**src/pkg/fspc_pkg.sv**
```systemverilog
package fspc_pkg;

    // register word offsets (byte addresses on the bus)
    localparam logic [7:0] OFS_CTRL  = 8'h00;
    localparam logic [7:0] OFS_KEY   = 8'h04;
    localparam logic [7:0] OFS_PAGE  = 8'h08;
    localparam logic [7:0] OFS_EA    = 8'h0C;
    localparam logic [7:0] OFS_LOW   = 8'h10;
    localparam logic [7:0] OFS_HIGH  = 8'h14;

    // control field positions
    localparam int CTL_START_BIT = 15;
    localparam int CTL_EN_BIT    = 14;
    localparam int CTL_ERR_BIT   = 13;
    localparam int CTL_ERASE_BIT = 6;
    localparam int CTL_OP_LSB    = 0;
    localparam int CFG_SPACE_BIT = 7;

    // reset values
    localparam logic [15:0] CTL_RESET  = 16'h0000;
    localparam logic [7:0]  PAGE_RESET = 8'h00;
    localparam logic [15:0] EA_RESET   = 16'h0000;

    // unlock keys
    localparam logic [7:0] KEY_FIRST  = 8'h55;
    localparam logic [7:0] KEY_SECOND = 8'hAA;

    // array geometry: ROW_WORDS in instructions, the masks in program address units (two per instruction)
    localparam int          ROW_WORDS  = 64;
    localparam int          PAGE_ROWS  = 8;
    localparam logic [23:0] ROW_MASK   = 24'hFFFF80;
    localparam logic [23:0] PAGE_MASK  = 24'hFFFC00;

    // operation codes
    localparam logic [3:0] OP_BULK    = 4'hF;
    localparam logic [3:0] OP_SEG_GEN = 4'hD;
    localparam logic [3:0] OP_SEG_SEC = 4'hC;
    localparam logic [3:0] OP_RSV_E   = 4'hE;
    localparam logic [3:0] OP_RSV_B   = 4'hB;
    localparam logic [3:0] OP_WORD    = 4'h3;
    localparam logic [3:0] OP_PAGE    = 4'h2;
    localparam logic [3:0] OP_ROW     = 4'h1;
    localparam logic [3:0] OP_CFG     = 4'h0;

    // self-timed operation length
    localparam int CLK_HZ     = 40_000_000;
    localparam int OP_TIME_US = 4000;
    localparam int OP_CYCLES  = (CLK_HZ / 1_000_000) * OP_TIME_US;

    typedef enum logic [3:0] {
        K_NONE, K_BULK, K_SEG_GEN, K_SEG_SEC, K_PAGE_ERASE, K_CFG_ERASE,
        K_WORD, K_ROW, K_CFG_PROG, K_BAD
    } fspc_kind_e;

    typedef enum logic [1:0] {KEY_NONE, KEY_HALF, KEY_OPEN} fspc_key_e;

    typedef enum logic [1:0] {S_IDLE, S_LOAD, S_WAIT} fspc_state_e;

    typedef struct packed {
        logic        we;
        logic        erase;
        fspc_kind_e  kind;
        logic [23:0] addr;
        logic [23:0] data;
    } fspc_arr_s;

endpackage : fspc_pkg

```
**src/design/fspc_top.sv**
```systemverilog
// Register access over Avalon-MM and the address map are this design's own decisions.
`timescale 1ns/1ps
module fspc_top #(
    parameter int ROW_WORDS = fspc_pkg::ROW_WORDS,
    parameter int OP_CYCLES = fspc_pkg::OP_CYCLES
) (
    // clock and resets
    input  wire logic               clk_sys_i,
    input  wire logic               rstn_i,
    input  wire logic               sys_rst_i,
    // avalon-mm slave
    input  wire logic [7:0]         avs_address_i,
    input  wire logic               avs_read_i,
    input  wire logic               avs_write_i,
    input  wire logic [31:0]        avs_writedata_i,
    input  wire logic [3:0]         avs_byteenable_i,
    output logic      [31:0]        avs_readdata_o,
    output logic                    avs_waitrequest_o,
    // flash array
    output fspc_pkg::fspc_arr_s     arr_cmd_o,
    output logic      [23:0]        arr_raddr_o,
    input  wire logic [23:0]        arr_rdata_i,
    output logic                    cfg_space_o,
    output logic                    busy_o
);

    localparam int IW = $clog2(ROW_WORDS);
    localparam int TW = $clog2(OP_CYCLES + 1);

    ////////////////////////////////////////////////////////////////////////////
    // state

    logic                   ctl_start;
    logic                   ctl_en;
    logic                   ctl_err;
    logic                   ctl_erase;
    logic [3:0]             ctl_op;
    fspc_pkg::fspc_key_e    key_st;
    logic [7:0]             page;
    logic [15:0]            ea;
    logic [23:0]            latch [ROW_WORDS];
    fspc_pkg::fspc_state_e  state;
    logic [IW-1:0]          idx;
    logic [TW-1:0]          tmr;
    logic [23:0]            seq_addr;
    logic                   ack_q;

    logic                   req;
    logic                   wr;
    logic                   rd;
    logic [23:0]            tbl_addr;
    logic [IW-1:0]          tbl_idx;
    logic                   start_try;
    logic                   next_en;
    logic                   next_erase;
    logic [3:0]             next_op;
    fspc_pkg::fspc_kind_e   kind;
    logic                   launch;
    logic                   bad;
    logic                   done;
    logic                   abort;
    logic [31:0]            next_rdata;

    ////////////////////////////////////////////////////////////////////////////
    // operation decode

    function automatic fspc_pkg::fspc_kind_e decode(input logic erase, input logic [3:0] op);
        fspc_pkg::fspc_kind_e k;
        k = fspc_pkg::K_BAD;
        if (erase) begin
            case (op)
                fspc_pkg::OP_BULK:    k = fspc_pkg::K_BULK;
                fspc_pkg::OP_SEG_GEN: k = fspc_pkg::K_SEG_GEN;
                fspc_pkg::OP_SEG_SEC: k = fspc_pkg::K_SEG_SEC;
                fspc_pkg::OP_PAGE:    k = fspc_pkg::K_PAGE_ERASE;
                fspc_pkg::OP_CFG:     k = fspc_pkg::K_CFG_ERASE;
                fspc_pkg::OP_WORD:    k = fspc_pkg::K_NONE;
                fspc_pkg::OP_ROW:     k = fspc_pkg::K_NONE;
                default:              k = fspc_pkg::K_BAD;
            endcase
        end else begin
            case (op)
                fspc_pkg::OP_WORD:    k = fspc_pkg::K_WORD;
                fspc_pkg::OP_ROW:     k = fspc_pkg::K_ROW;
                fspc_pkg::OP_CFG:     k = fspc_pkg::K_CFG_PROG;
                fspc_pkg::OP_BULK:    k = fspc_pkg::K_NONE;
                fspc_pkg::OP_SEG_GEN: k = fspc_pkg::K_NONE;
                fspc_pkg::OP_SEG_SEC: k = fspc_pkg::K_NONE;
                fspc_pkg::OP_PAGE:    k = fspc_pkg::K_NONE;
                default:              k = fspc_pkg::K_BAD;
            endcase
        end
        return k;
    endfunction : decode

    ////////////////////////////////////////////////////////////////////////////
    // bus handshake: one wait cycle, held off entirely while busy

    assign req               = avs_read_i | avs_write_i;
    assign avs_waitrequest_o = req & ~ack_q;
    assign wr                = avs_write_i & ack_q;
    assign rd                = avs_read_i & ack_q;
    assign busy_o            = (state != fspc_pkg::S_IDLE);

    always_ff @(posedge clk_sys_i) begin
        if (!rstn_i) begin
            ack_q <= 1'b0;
        end else begin
            ack_q <= req & ~ack_q & ~busy_o;
        end
    end

    assign tbl_addr    = {page, ea};
    assign tbl_idx     = ea[IW:1];
    assign arr_raddr_o = tbl_addr;
    assign cfg_space_o = page[fspc_pkg::CFG_SPACE_BIT];

    always_comb begin
        next_rdata = 32'h0000_0000;
        case (avs_address_i)
            fspc_pkg::OFS_CTRL: begin
                next_rdata[fspc_pkg::CTL_START_BIT] = ctl_start;
                next_rdata[fspc_pkg::CTL_EN_BIT]    = ctl_en;
                next_rdata[fspc_pkg::CTL_ERR_BIT]   = ctl_err;
                next_rdata[fspc_pkg::CTL_ERASE_BIT] = ctl_erase;
                next_rdata[fspc_pkg::CTL_OP_LSB +: 4] = ctl_op;
            end
            fspc_pkg::OFS_PAGE: next_rdata[7:0]  = page;
            fspc_pkg::OFS_EA:   next_rdata[15:0] = ea;
            fspc_pkg::OFS_LOW:  next_rdata[15:0] = arr_rdata_i[15:0];
            fspc_pkg::OFS_HIGH: next_rdata[7:0]  = arr_rdata_i[23:16];
            default:            next_rdata = 32'h0000_0000;
        endcase
    end

    // key reads back zero, being write-only
    always_ff @(posedge clk_sys_i) begin
        if (!rstn_i) begin
            avs_readdata_o <= 32'h0000_0000;
        end else if (avs_read_i && !ack_q) begin
            avs_readdata_o <= next_rdata;
        end
    end

    ////////////////////////////////////////////////////////////////////////////
    // start request evaluation

    assign start_try  = wr && avs_address_i == fspc_pkg::OFS_CTRL && avs_byteenable_i[1]
                        && avs_writedata_i[fspc_pkg::CTL_START_BIT];
    assign next_en    = avs_byteenable_i[1] ? avs_writedata_i[fspc_pkg::CTL_EN_BIT] : ctl_en;
    assign next_erase = avs_byteenable_i[0] ? avs_writedata_i[fspc_pkg::CTL_ERASE_BIT]
                                            : ctl_erase;
    assign next_op    = avs_byteenable_i[0] ? avs_writedata_i[fspc_pkg::CTL_OP_LSB +: 4]
                                            : ctl_op;
    assign kind       = decode(next_erase, next_op);
    // no-op codes are accepted quietly; reserved ones are a sequence error
    assign launch     = start_try && key_st == fspc_pkg::KEY_OPEN && next_en
                        && kind != fspc_pkg::K_BAD && kind != fspc_pkg::K_NONE;
    assign bad        = start_try && !(key_st == fspc_pkg::KEY_OPEN && next_en
                        && kind != fspc_pkg::K_BAD);
    assign done       = state == fspc_pkg::S_WAIT && tmr == TW'(1);
    assign abort      = sys_rst_i && busy_o;

    ////////////////////////////////////////////////////////////////////////////
    // control register: only the power-on reset clears EN, ERASE and OP; a sys_rst_i abort also clears START

    always_ff @(posedge clk_sys_i) begin
        if (!rstn_i) begin
            ctl_en    <= fspc_pkg::CTL_RESET[fspc_pkg::CTL_EN_BIT];
            ctl_erase <= fspc_pkg::CTL_RESET[fspc_pkg::CTL_ERASE_BIT];
            ctl_op    <= fspc_pkg::CTL_RESET[fspc_pkg::CTL_OP_LSB +: 4];
        end else if (wr && avs_address_i == fspc_pkg::OFS_CTRL) begin
            ctl_en    <= next_en;
            ctl_erase <= next_erase;
            ctl_op    <= next_op;
        end
    end

    // set wins over a software clear in the same cycle
    always_ff @(posedge clk_sys_i) begin
        if (!rstn_i) begin
            ctl_err <= fspc_pkg::CTL_RESET[fspc_pkg::CTL_ERR_BIT];
        end else if (bad || abort) begin
            ctl_err <= 1'b1;
        end else if (wr && avs_address_i == fspc_pkg::OFS_CTRL && avs_byteenable_i[1]) begin
            ctl_err <= avs_writedata_i[fspc_pkg::CTL_ERR_BIT];
        end
    end

    always_ff @(posedge clk_sys_i) begin
        if (!rstn_i) begin
            ctl_start <= fspc_pkg::CTL_RESET[fspc_pkg::CTL_START_BIT];
        end else if (launch) begin
            ctl_start <= 1'b1;
        end else if (done || abort) begin
            ctl_start <= 1'b0;
        end
    end

    ////////////////////////////////////////////////////////////////////////////
    // unlock key: one 0x55, 0xAA pair arms exactly one following write

    always_ff @(posedge clk_sys_i) begin
        if (!rstn_i || sys_rst_i) begin
            key_st <= fspc_pkg::KEY_NONE;
        end else if (wr) begin
            if (avs_address_i == fspc_pkg::OFS_KEY && avs_byteenable_i[0]) begin
                if (avs_writedata_i[7:0] == fspc_pkg::KEY_FIRST) begin
                    key_st <= fspc_pkg::KEY_HALF;
                end else if (avs_writedata_i[7:0] == fspc_pkg::KEY_SECOND
                             && key_st == fspc_pkg::KEY_HALF) begin
                    key_st <= fspc_pkg::KEY_OPEN;
                end else begin
                    key_st <= fspc_pkg::KEY_NONE;
                end
            end else begin
                key_st <= fspc_pkg::KEY_NONE;
            end
        end
    end

    ////////////////////////////////////////////////////////////////////////////
    // table pointer and holding latches

    always_ff @(posedge clk_sys_i) begin
        if (!rstn_i) begin
            page <= fspc_pkg::PAGE_RESET;
            ea   <= fspc_pkg::EA_RESET;
        end else if (wr) begin
            if (avs_address_i == fspc_pkg::OFS_PAGE && avs_byteenable_i[0]) begin
                page <= avs_writedata_i[7:0];
            end
            if (avs_address_i == fspc_pkg::OFS_EA) begin
                if (avs_byteenable_i[0]) ea[7:0]  <= avs_writedata_i[7:0];
                if (avs_byteenable_i[1]) ea[15:8] <= avs_writedata_i[15:8];
            end
        end
    end

    // latches hold no reset: their content is only meaningful after loading
    always_ff @(posedge clk_sys_i) begin
        if (wr && avs_address_i == fspc_pkg::OFS_LOW) begin
            if (avs_byteenable_i[0]) latch[tbl_idx][7:0]  <= avs_writedata_i[7:0];
            if (avs_byteenable_i[1]) latch[tbl_idx][15:8] <= avs_writedata_i[15:8];
        end
        if (wr && avs_address_i == fspc_pkg::OFS_HIGH && avs_byteenable_i[0]) begin
            latch[tbl_idx][23:16] <= avs_writedata_i[7:0];
        end
    end

    ////////////////////////////////////////////////////////////////////////////
    // operation sequencer

    always_ff @(posedge clk_sys_i) begin
        if (!rstn_i) begin
            state     <= fspc_pkg::S_IDLE;
            idx       <= '0;
            tmr       <= '0;
            seq_addr  <= 24'h000000;
            arr_cmd_o <= '0;
        end else if (abort) begin
            state     <= fspc_pkg::S_IDLE;
            arr_cmd_o <= '0;
        end else begin
            arr_cmd_o.we    <= 1'b0;
            arr_cmd_o.erase <= 1'b0;
            case (state)
                fspc_pkg::S_IDLE: begin
                    if (launch) begin
                        tmr            <= TW'(OP_CYCLES);
                        arr_cmd_o.kind <= kind;
                        state          <= fspc_pkg::S_WAIT;
                        case (kind)
                            fspc_pkg::K_ROW: begin
                                idx      <= '0;
                                seq_addr <= tbl_addr & fspc_pkg::ROW_MASK;
                                state    <= fspc_pkg::S_LOAD;
                            end
                            fspc_pkg::K_WORD: begin
                                arr_cmd_o.we   <= 1'b1;
                                arr_cmd_o.addr <= {tbl_addr[23:1], 1'b0};
                                arr_cmd_o.data <= latch[tbl_idx];
                            end
                            fspc_pkg::K_CFG_PROG: begin
                                arr_cmd_o.we   <= 1'b1;
                                arr_cmd_o.addr <= tbl_addr;
                                arr_cmd_o.data <= {16'h0000, latch[tbl_idx][7:0]};
                            end
                            fspc_pkg::K_PAGE_ERASE: begin
                                arr_cmd_o.erase <= 1'b1;
                                arr_cmd_o.addr  <= tbl_addr & fspc_pkg::PAGE_MASK;
                            end
                            default: begin
                                arr_cmd_o.erase <= 1'b1;
                                arr_cmd_o.addr  <= tbl_addr;
                            end
                        endcase
                    end
                end
                fspc_pkg::S_LOAD: begin
                    arr_cmd_o.we   <= 1'b1;
                    arr_cmd_o.addr <= seq_addr + {{(23-IW){1'b0}}, idx, 1'b0};
                    arr_cmd_o.data <= latch[idx];
                    idx            <= idx + 1'b1;
                    if (idx == IW'(ROW_WORDS - 1)) begin
                        state <= fspc_pkg::S_WAIT;
                    end
                end
                fspc_pkg::S_WAIT: begin
                    tmr <= tmr - 1'b1;
                    if (tmr == TW'(1)) begin
                        state <= fspc_pkg::S_IDLE;
                    end
                end
                default: state <= fspc_pkg::S_IDLE;
            endcase
        end
    end

    ////////////////////////////////////////////////////////////////////////////
    // checks

    a_start_needs_key: assert property (@(posedge clk_sys_i) disable iff (!rstn_i)
        $rose(ctl_start) |-> $past(key_st) == fspc_pkg::KEY_OPEN
        && ctl_en)
        else $error("operation started without unlock or enable");

    a_busy_stall_bus: assert property (@(posedge clk_sys_i) disable iff (!rstn_i)
        busy_o && req |-> avs_waitrequest_o)
        else $error("bus answered while an operation ran");

    a_start_holds: assert property (@(posedge clk_sys_i)
        disable iff (!rstn_i || sys_rst_i)
        $rose(ctl_start) |-> ctl_start [*8])
        else $error("start bit dropped too early");

    a_bare_start_err: assert property (@(posedge clk_sys_i) disable iff (!rstn_i)
        start_try && key_st != fspc_pkg::KEY_OPEN |=> ctl_err && !ctl_start)
        else $error("start without unlock not flagged");

    a_disabled_no_array: assert property (@(posedge clk_sys_i) disable iff (!rstn_i)
        start_try && !next_en && !busy_o |=> !arr_cmd_o.we && !arr_cmd_o.erase ##1
        !arr_cmd_o.we && !arr_cmd_o.erase)
        else $error("array touched by a refused start");

    a_key_cancel: assert property (@(posedge clk_sys_i) disable iff (!rstn_i)
        wr && avs_address_i != fspc_pkg::OFS_KEY |=> key_st == fspc_pkg::KEY_NONE)
        else $error("unlock survived an unrelated write");

    a_ctl_unused_zero: assert property (@(posedge clk_sys_i) disable iff (!rstn_i)
        rd && avs_address_i == fspc_pkg::OFS_CTRL |->
        avs_readdata_o[12:7] == 6'h00 && avs_readdata_o[5:4] == 2'h0
        && avs_readdata_o[31:16] == 16'h0000)
        else $error("unimplemented control bits read nonzero");

    a_row_word_count: assert property (@(posedge clk_sys_i)
        disable iff (!rstn_i || sys_rst_i)
        $fell(state == fspc_pkg::S_LOAD) |-> $past(idx) == IW'(ROW_WORDS - 1)
        && state == fspc_pkg::S_WAIT)
        else $error("row program did not write the full row");

    a_page_aligned: assert property (@(posedge clk_sys_i) disable iff (!rstn_i)
        arr_cmd_o.erase && arr_cmd_o.kind == fspc_pkg::K_PAGE_ERASE |->
        arr_cmd_o.addr[9:0] == 10'h000)
        else $error("page erase address not page aligned");

endmodule : fspc_top

```
**config.mk**
```make
export PLATFORM = sky130hd
export DESIGN_NAME = fspc_top
export DESIGN_NICKNAME = d
export VERILOG_FILES = /design/src/pkg/fspc_pkg.sv /design/src/design/fspc_top.sv
export SDC_FILE = /design/constraint.sdc
export NUM_CORES = 2
export LEC_CHECK = 0
export BUFFER_PORTS_ARGS = -buffer_cell sky130_fd_sc_hd__buf_2
export CORE_MARGIN = 2
export CORE_UTILIZATION = 60
export DETAILED_ROUTE_END_ITERATION = 6
export GPL_ROUTABILITY_DRIVEN = 0
export PLACE_DENSITY = 0.77
export SYNTH_ARGS = -nofsm -noshare
export SYNTH_HDL_FRONTEND = slang
export SYNTH_SLANG_ARGS = --single-unit
```
**constraint.sdc**
```tcl
create_clock -name clk_sys_i -period 3.7 [get_ports clk_sys_i]
set_input_delay 0.555 -clock clk_sys_i [delete_from_list [all_inputs] [get_ports clk_sys_i]]
set_output_delay 0.555 -clock clk_sys_i [all_outputs]
set_load 0.02 [all_outputs]
```
==> flow_metrics.tcl <==
set metrics [dict create \
    path_clk_slew_ns 0.06 \
    finalHoldViolations 0 \
    tns_ns 0 \
    arrival_ns 3.86 \
    cts.sinks 1696 \
    synth_compound_area_share_pct 4.65 \
    ys_types 73 \
    worst-setup-path-type "register to register" \
    fin_nets 4837 \
    r2r_slack_ns 0.53 \
    antenna_found_initial 3 \
    synth_edf_count 1536 \
    hold_buffers 0 \
    synth-simple-area-share_pct 4.64 \
    ant_nets 0 \
    wirelength_um 236000 \
    max_freq_ghz 0.315 \
    io_buffers 151 \
    start_util_pct 60.5 \
    post_cts_buffers 0 \
    fin_skew_ns 0.0260 \
    internal_power_mw 30.5 \
    outcome "complete, no violations" \
    cts_buffers 168 \
    fin_crit_ns 3.17 \
    ctsResizeCount 0 \
    wl_per_cell_um 35.5 \
    syn2layout_area_growth_pct 13.0 \
    irDropWorstVdd_v 0.000469 \
    critPathSlowestCell "dfxtp_4" \
    clk_latency_ns 0.81 \
    grt_util_all_layers_pct 35.9 \
    async_flop_share_pct 0 \
    cp_cell_sequence "buf_12 > mux4_2 > o22ai_1 > a211oi_1 > a22oi_1 > o21ai_0 > a221o_1" \
    cp-start-kind "register" \
    switching_power_mw 7.80 \
    crit_fanout 39 \
    avgSynthCellArea_sq_um 17.7 \
    n_fill_cell 8038 \
    endpoint_kind "register" \
    ys_seq_elements 1696 \
    swShare_pct 20.4 \
    drc 0 \
    ios 186 \
    tritoncts "yes" \
    slew_violations 0 \
    timing.max_cap.violations 0 \
    slew-limit-headroom_pct 14.5 \
    synth_flop_cell "edfxtp_1" \
    synthAdderAreaFrac_pct 0.0479 \
    avgViaCountPerCell 7.41 \
    vias 49198 \
    cts_root_buf "clkbuf_16" \
    netlist_instances 4423 \
    syn_area_sq_mm 0.0784 \
    r2r_cells 7 \
    row_count 132 \
    fin_area_sq_mm 0.0886 \
    dpl.hpwl_um 155000 \
    powerDensity_mw_per_mm2 432 \
    seqPwrFrac_pct 54.5 \
    grt_max_degree 93 \
    drive_gt1_share_pct 33.2 \
    placed_area_sq_mm 0.0832 \
    hold_depth 1 \
    setup_violations 0 \
    slowest_delay_ns 0.78 \
    tightest_slew_ns 1.28 \
    power.leakage_nw 27.3 \
    hold_path.class "primary input to register" \
    crit_required_ns 4.39 \
    core_area_sq_mm 0.130 \
    p_comb_share_pct 1.4 \
    grt_pass1_wl_um 339000 \
    ctsLongestPathBuffers 3 \
    first_pass_iters 6 \
    synth_mux_area_share_pct 25.5 \
    yosysWarnings 0 \
    grt_pass1_vias 48734 \
    die_x_um 366 \
    cts-htree-levels 4 \
    die_y_um 366 \
    synth_xor_area_share_pct 0.223 \
    fin_crit_sh_pct 85.8 \
    ys_seq_area_share_pct 62.9 \
    globalRoute.totalOverflow 0 \
    p_clk_share_pct 44.1 \
    drt_iter0_drc 8198 \
    rsz0062_at_grt "no" \
    synth_top_family_by_area "multiplexers" \
    die_area_sq_mm 0.134 \
]
## final timing paths
kind	start	endpoint
max	register	arr_cmd_o[10]
max reg2reg	register	arr_cmd_o[10]
min	avs_writedata_i[2]	latch[30][2]
min reg2reg	arr_cmd_o[50]	arr_cmd_o[50]
## flip-flops by register name, summed over array words and instances (netlist names), 4 cells and up, named ones only
name            cells
seq_addr           17
arr_cmd_o          54
ea                 16
ctl_op              4
tmr                18
latch            1536
page                8
idx                 6
avs_readdata_o     16
## synth_stat cells, drive strengths merged, types with 11 or more instances
cell type / count / share of area (%)
o221ai: 13 / 0.15
mux4: 781 / 22
xnor2: 11 / 0.12
o22ai: 22 / 0.18
o211ai: 12 / 0.12
a22oi: 123 / 1.2
mux2: 26 / 0.37
a21oi: 92 / 0.59
dfxtp: 160 / 4.1
nor3: 46 / 0.36
clkbuf: 178 / 0.85
nor2: 407 / 2.0
mux2i: 213 / 2.7
nand4: 12 / 0.096
and3: 21 / 0.17
nand2b: 17 / 0.14
a221oi: 54 / 0.67
nor4: 20 / 0.19
a31oi: 17 / 0.14
edfxtp: 1536 / 59
o21ai: 70 / 0.45
buf: 180 / 1.1
a211oi: 41 / 0.39
a311oi: 12 / 0.16
nand2: 178 / 0.85
nor2b: 26 / 0.21
nand3: 27 / 0.17
## stage by stage
step	hold slack, ns	util, %	instances	worst slack (ns)	power, mW
3_5_place_dp	0.473	64.2	6333	0.335	21.8
3_3_place_gp	0.457	64.2	6333	0.368	21.8
2_1_floorplan	0.436	-	4438	0.424	21.4
4_1_cts	0.000593	68.3	6641	0.662	38.3
6_report	0.0392	68.3	6643	0.526	38.3
5_1_grt	0.0311	68.3	6641	0.423	39.1
## layout by cell type, fill, tap and decap left out, types with 34 or more instances in the layout
cell | Yosys | routed
buf_4 | 25 | 326
nand2_1 | 178 | 178
o21ai_0 | 70 | 70
clkbuf_1 | 178 | 35
a221oi_1 | 45 | 45
mux2i_1 | 213 | 213
nor2_1 | 405 | 403
a22oi_1 | 123 | 123
a211oi_1 | 41 | 40
mux4_2 | 781 | 781
edfxtp_1 | 1536 | 1536
buf_2 | 68 | 143
a21oi_1 | 92 | 92
buf_12 | 0 | 42
nor3_1 | 36 | 35
dfxtp_1 | 160 | 149
clkinv_1 | 1 | 34
clkbuf_16 | 0 | 175
## routing by layer
layer / global-route usage [%] / vias up / wire length [um]
li1: - / 19161 / -
met1: 48.9 / 25003 / 78600
met2: 54.2 / 4374 / 109000
met3: 10.1 / 652 / 35200
met4: 17.0 / 8 / 12800
met5: 0.290 / - / 91
## power groups by stage
stage | registers (mW) | logic, mW | clock network [mW]
floorplan | 21.3 | 0.137 | 0
global placement | 21.3 | 0.501 | 0
detailed placement | 21.3 | 0.523 | 0
CTS | 20.9 | 0.526 | 16.9
global route | 20.9 | 0.571 | 17.6
finish | 20.9 | 0.541 | 16.9
## cells by family (layout without fill, tap and decap cells)
family,count (synthesis),in the layout
adders and majority gates,3,3
and+or+nand+nor,805,805
xor gates and xnor gates,20,20
buffers and inverters,368,829
other,1,18
AOI/OAI and AO/OA,510,510
DFF,1696,1696
muxes,1020,1020
## layout make-up
type	instances	area (sq um)	area share [%]
inverter	10	40.0	0.0452
antenna	2	5.00	0.00565
sequential	1696	49400	55.7
clock inverter	92	771	0.870
tap	1742	2180	2.46
multi-input combinational	2374	27600	31.2
timing repair buffer	511	4000	4.52
clock buffer	216	4590	5.18
## critical path, delay by kind of cell (launching register included)
family | cells | cell delay [ns]
buf+inv | 1 | 0.35
compound gates | 5 | 1.31
flops | 1 | 0.78
mux | 1 | 0.55
Note: power is estimated with default switching activity, not from simulation.
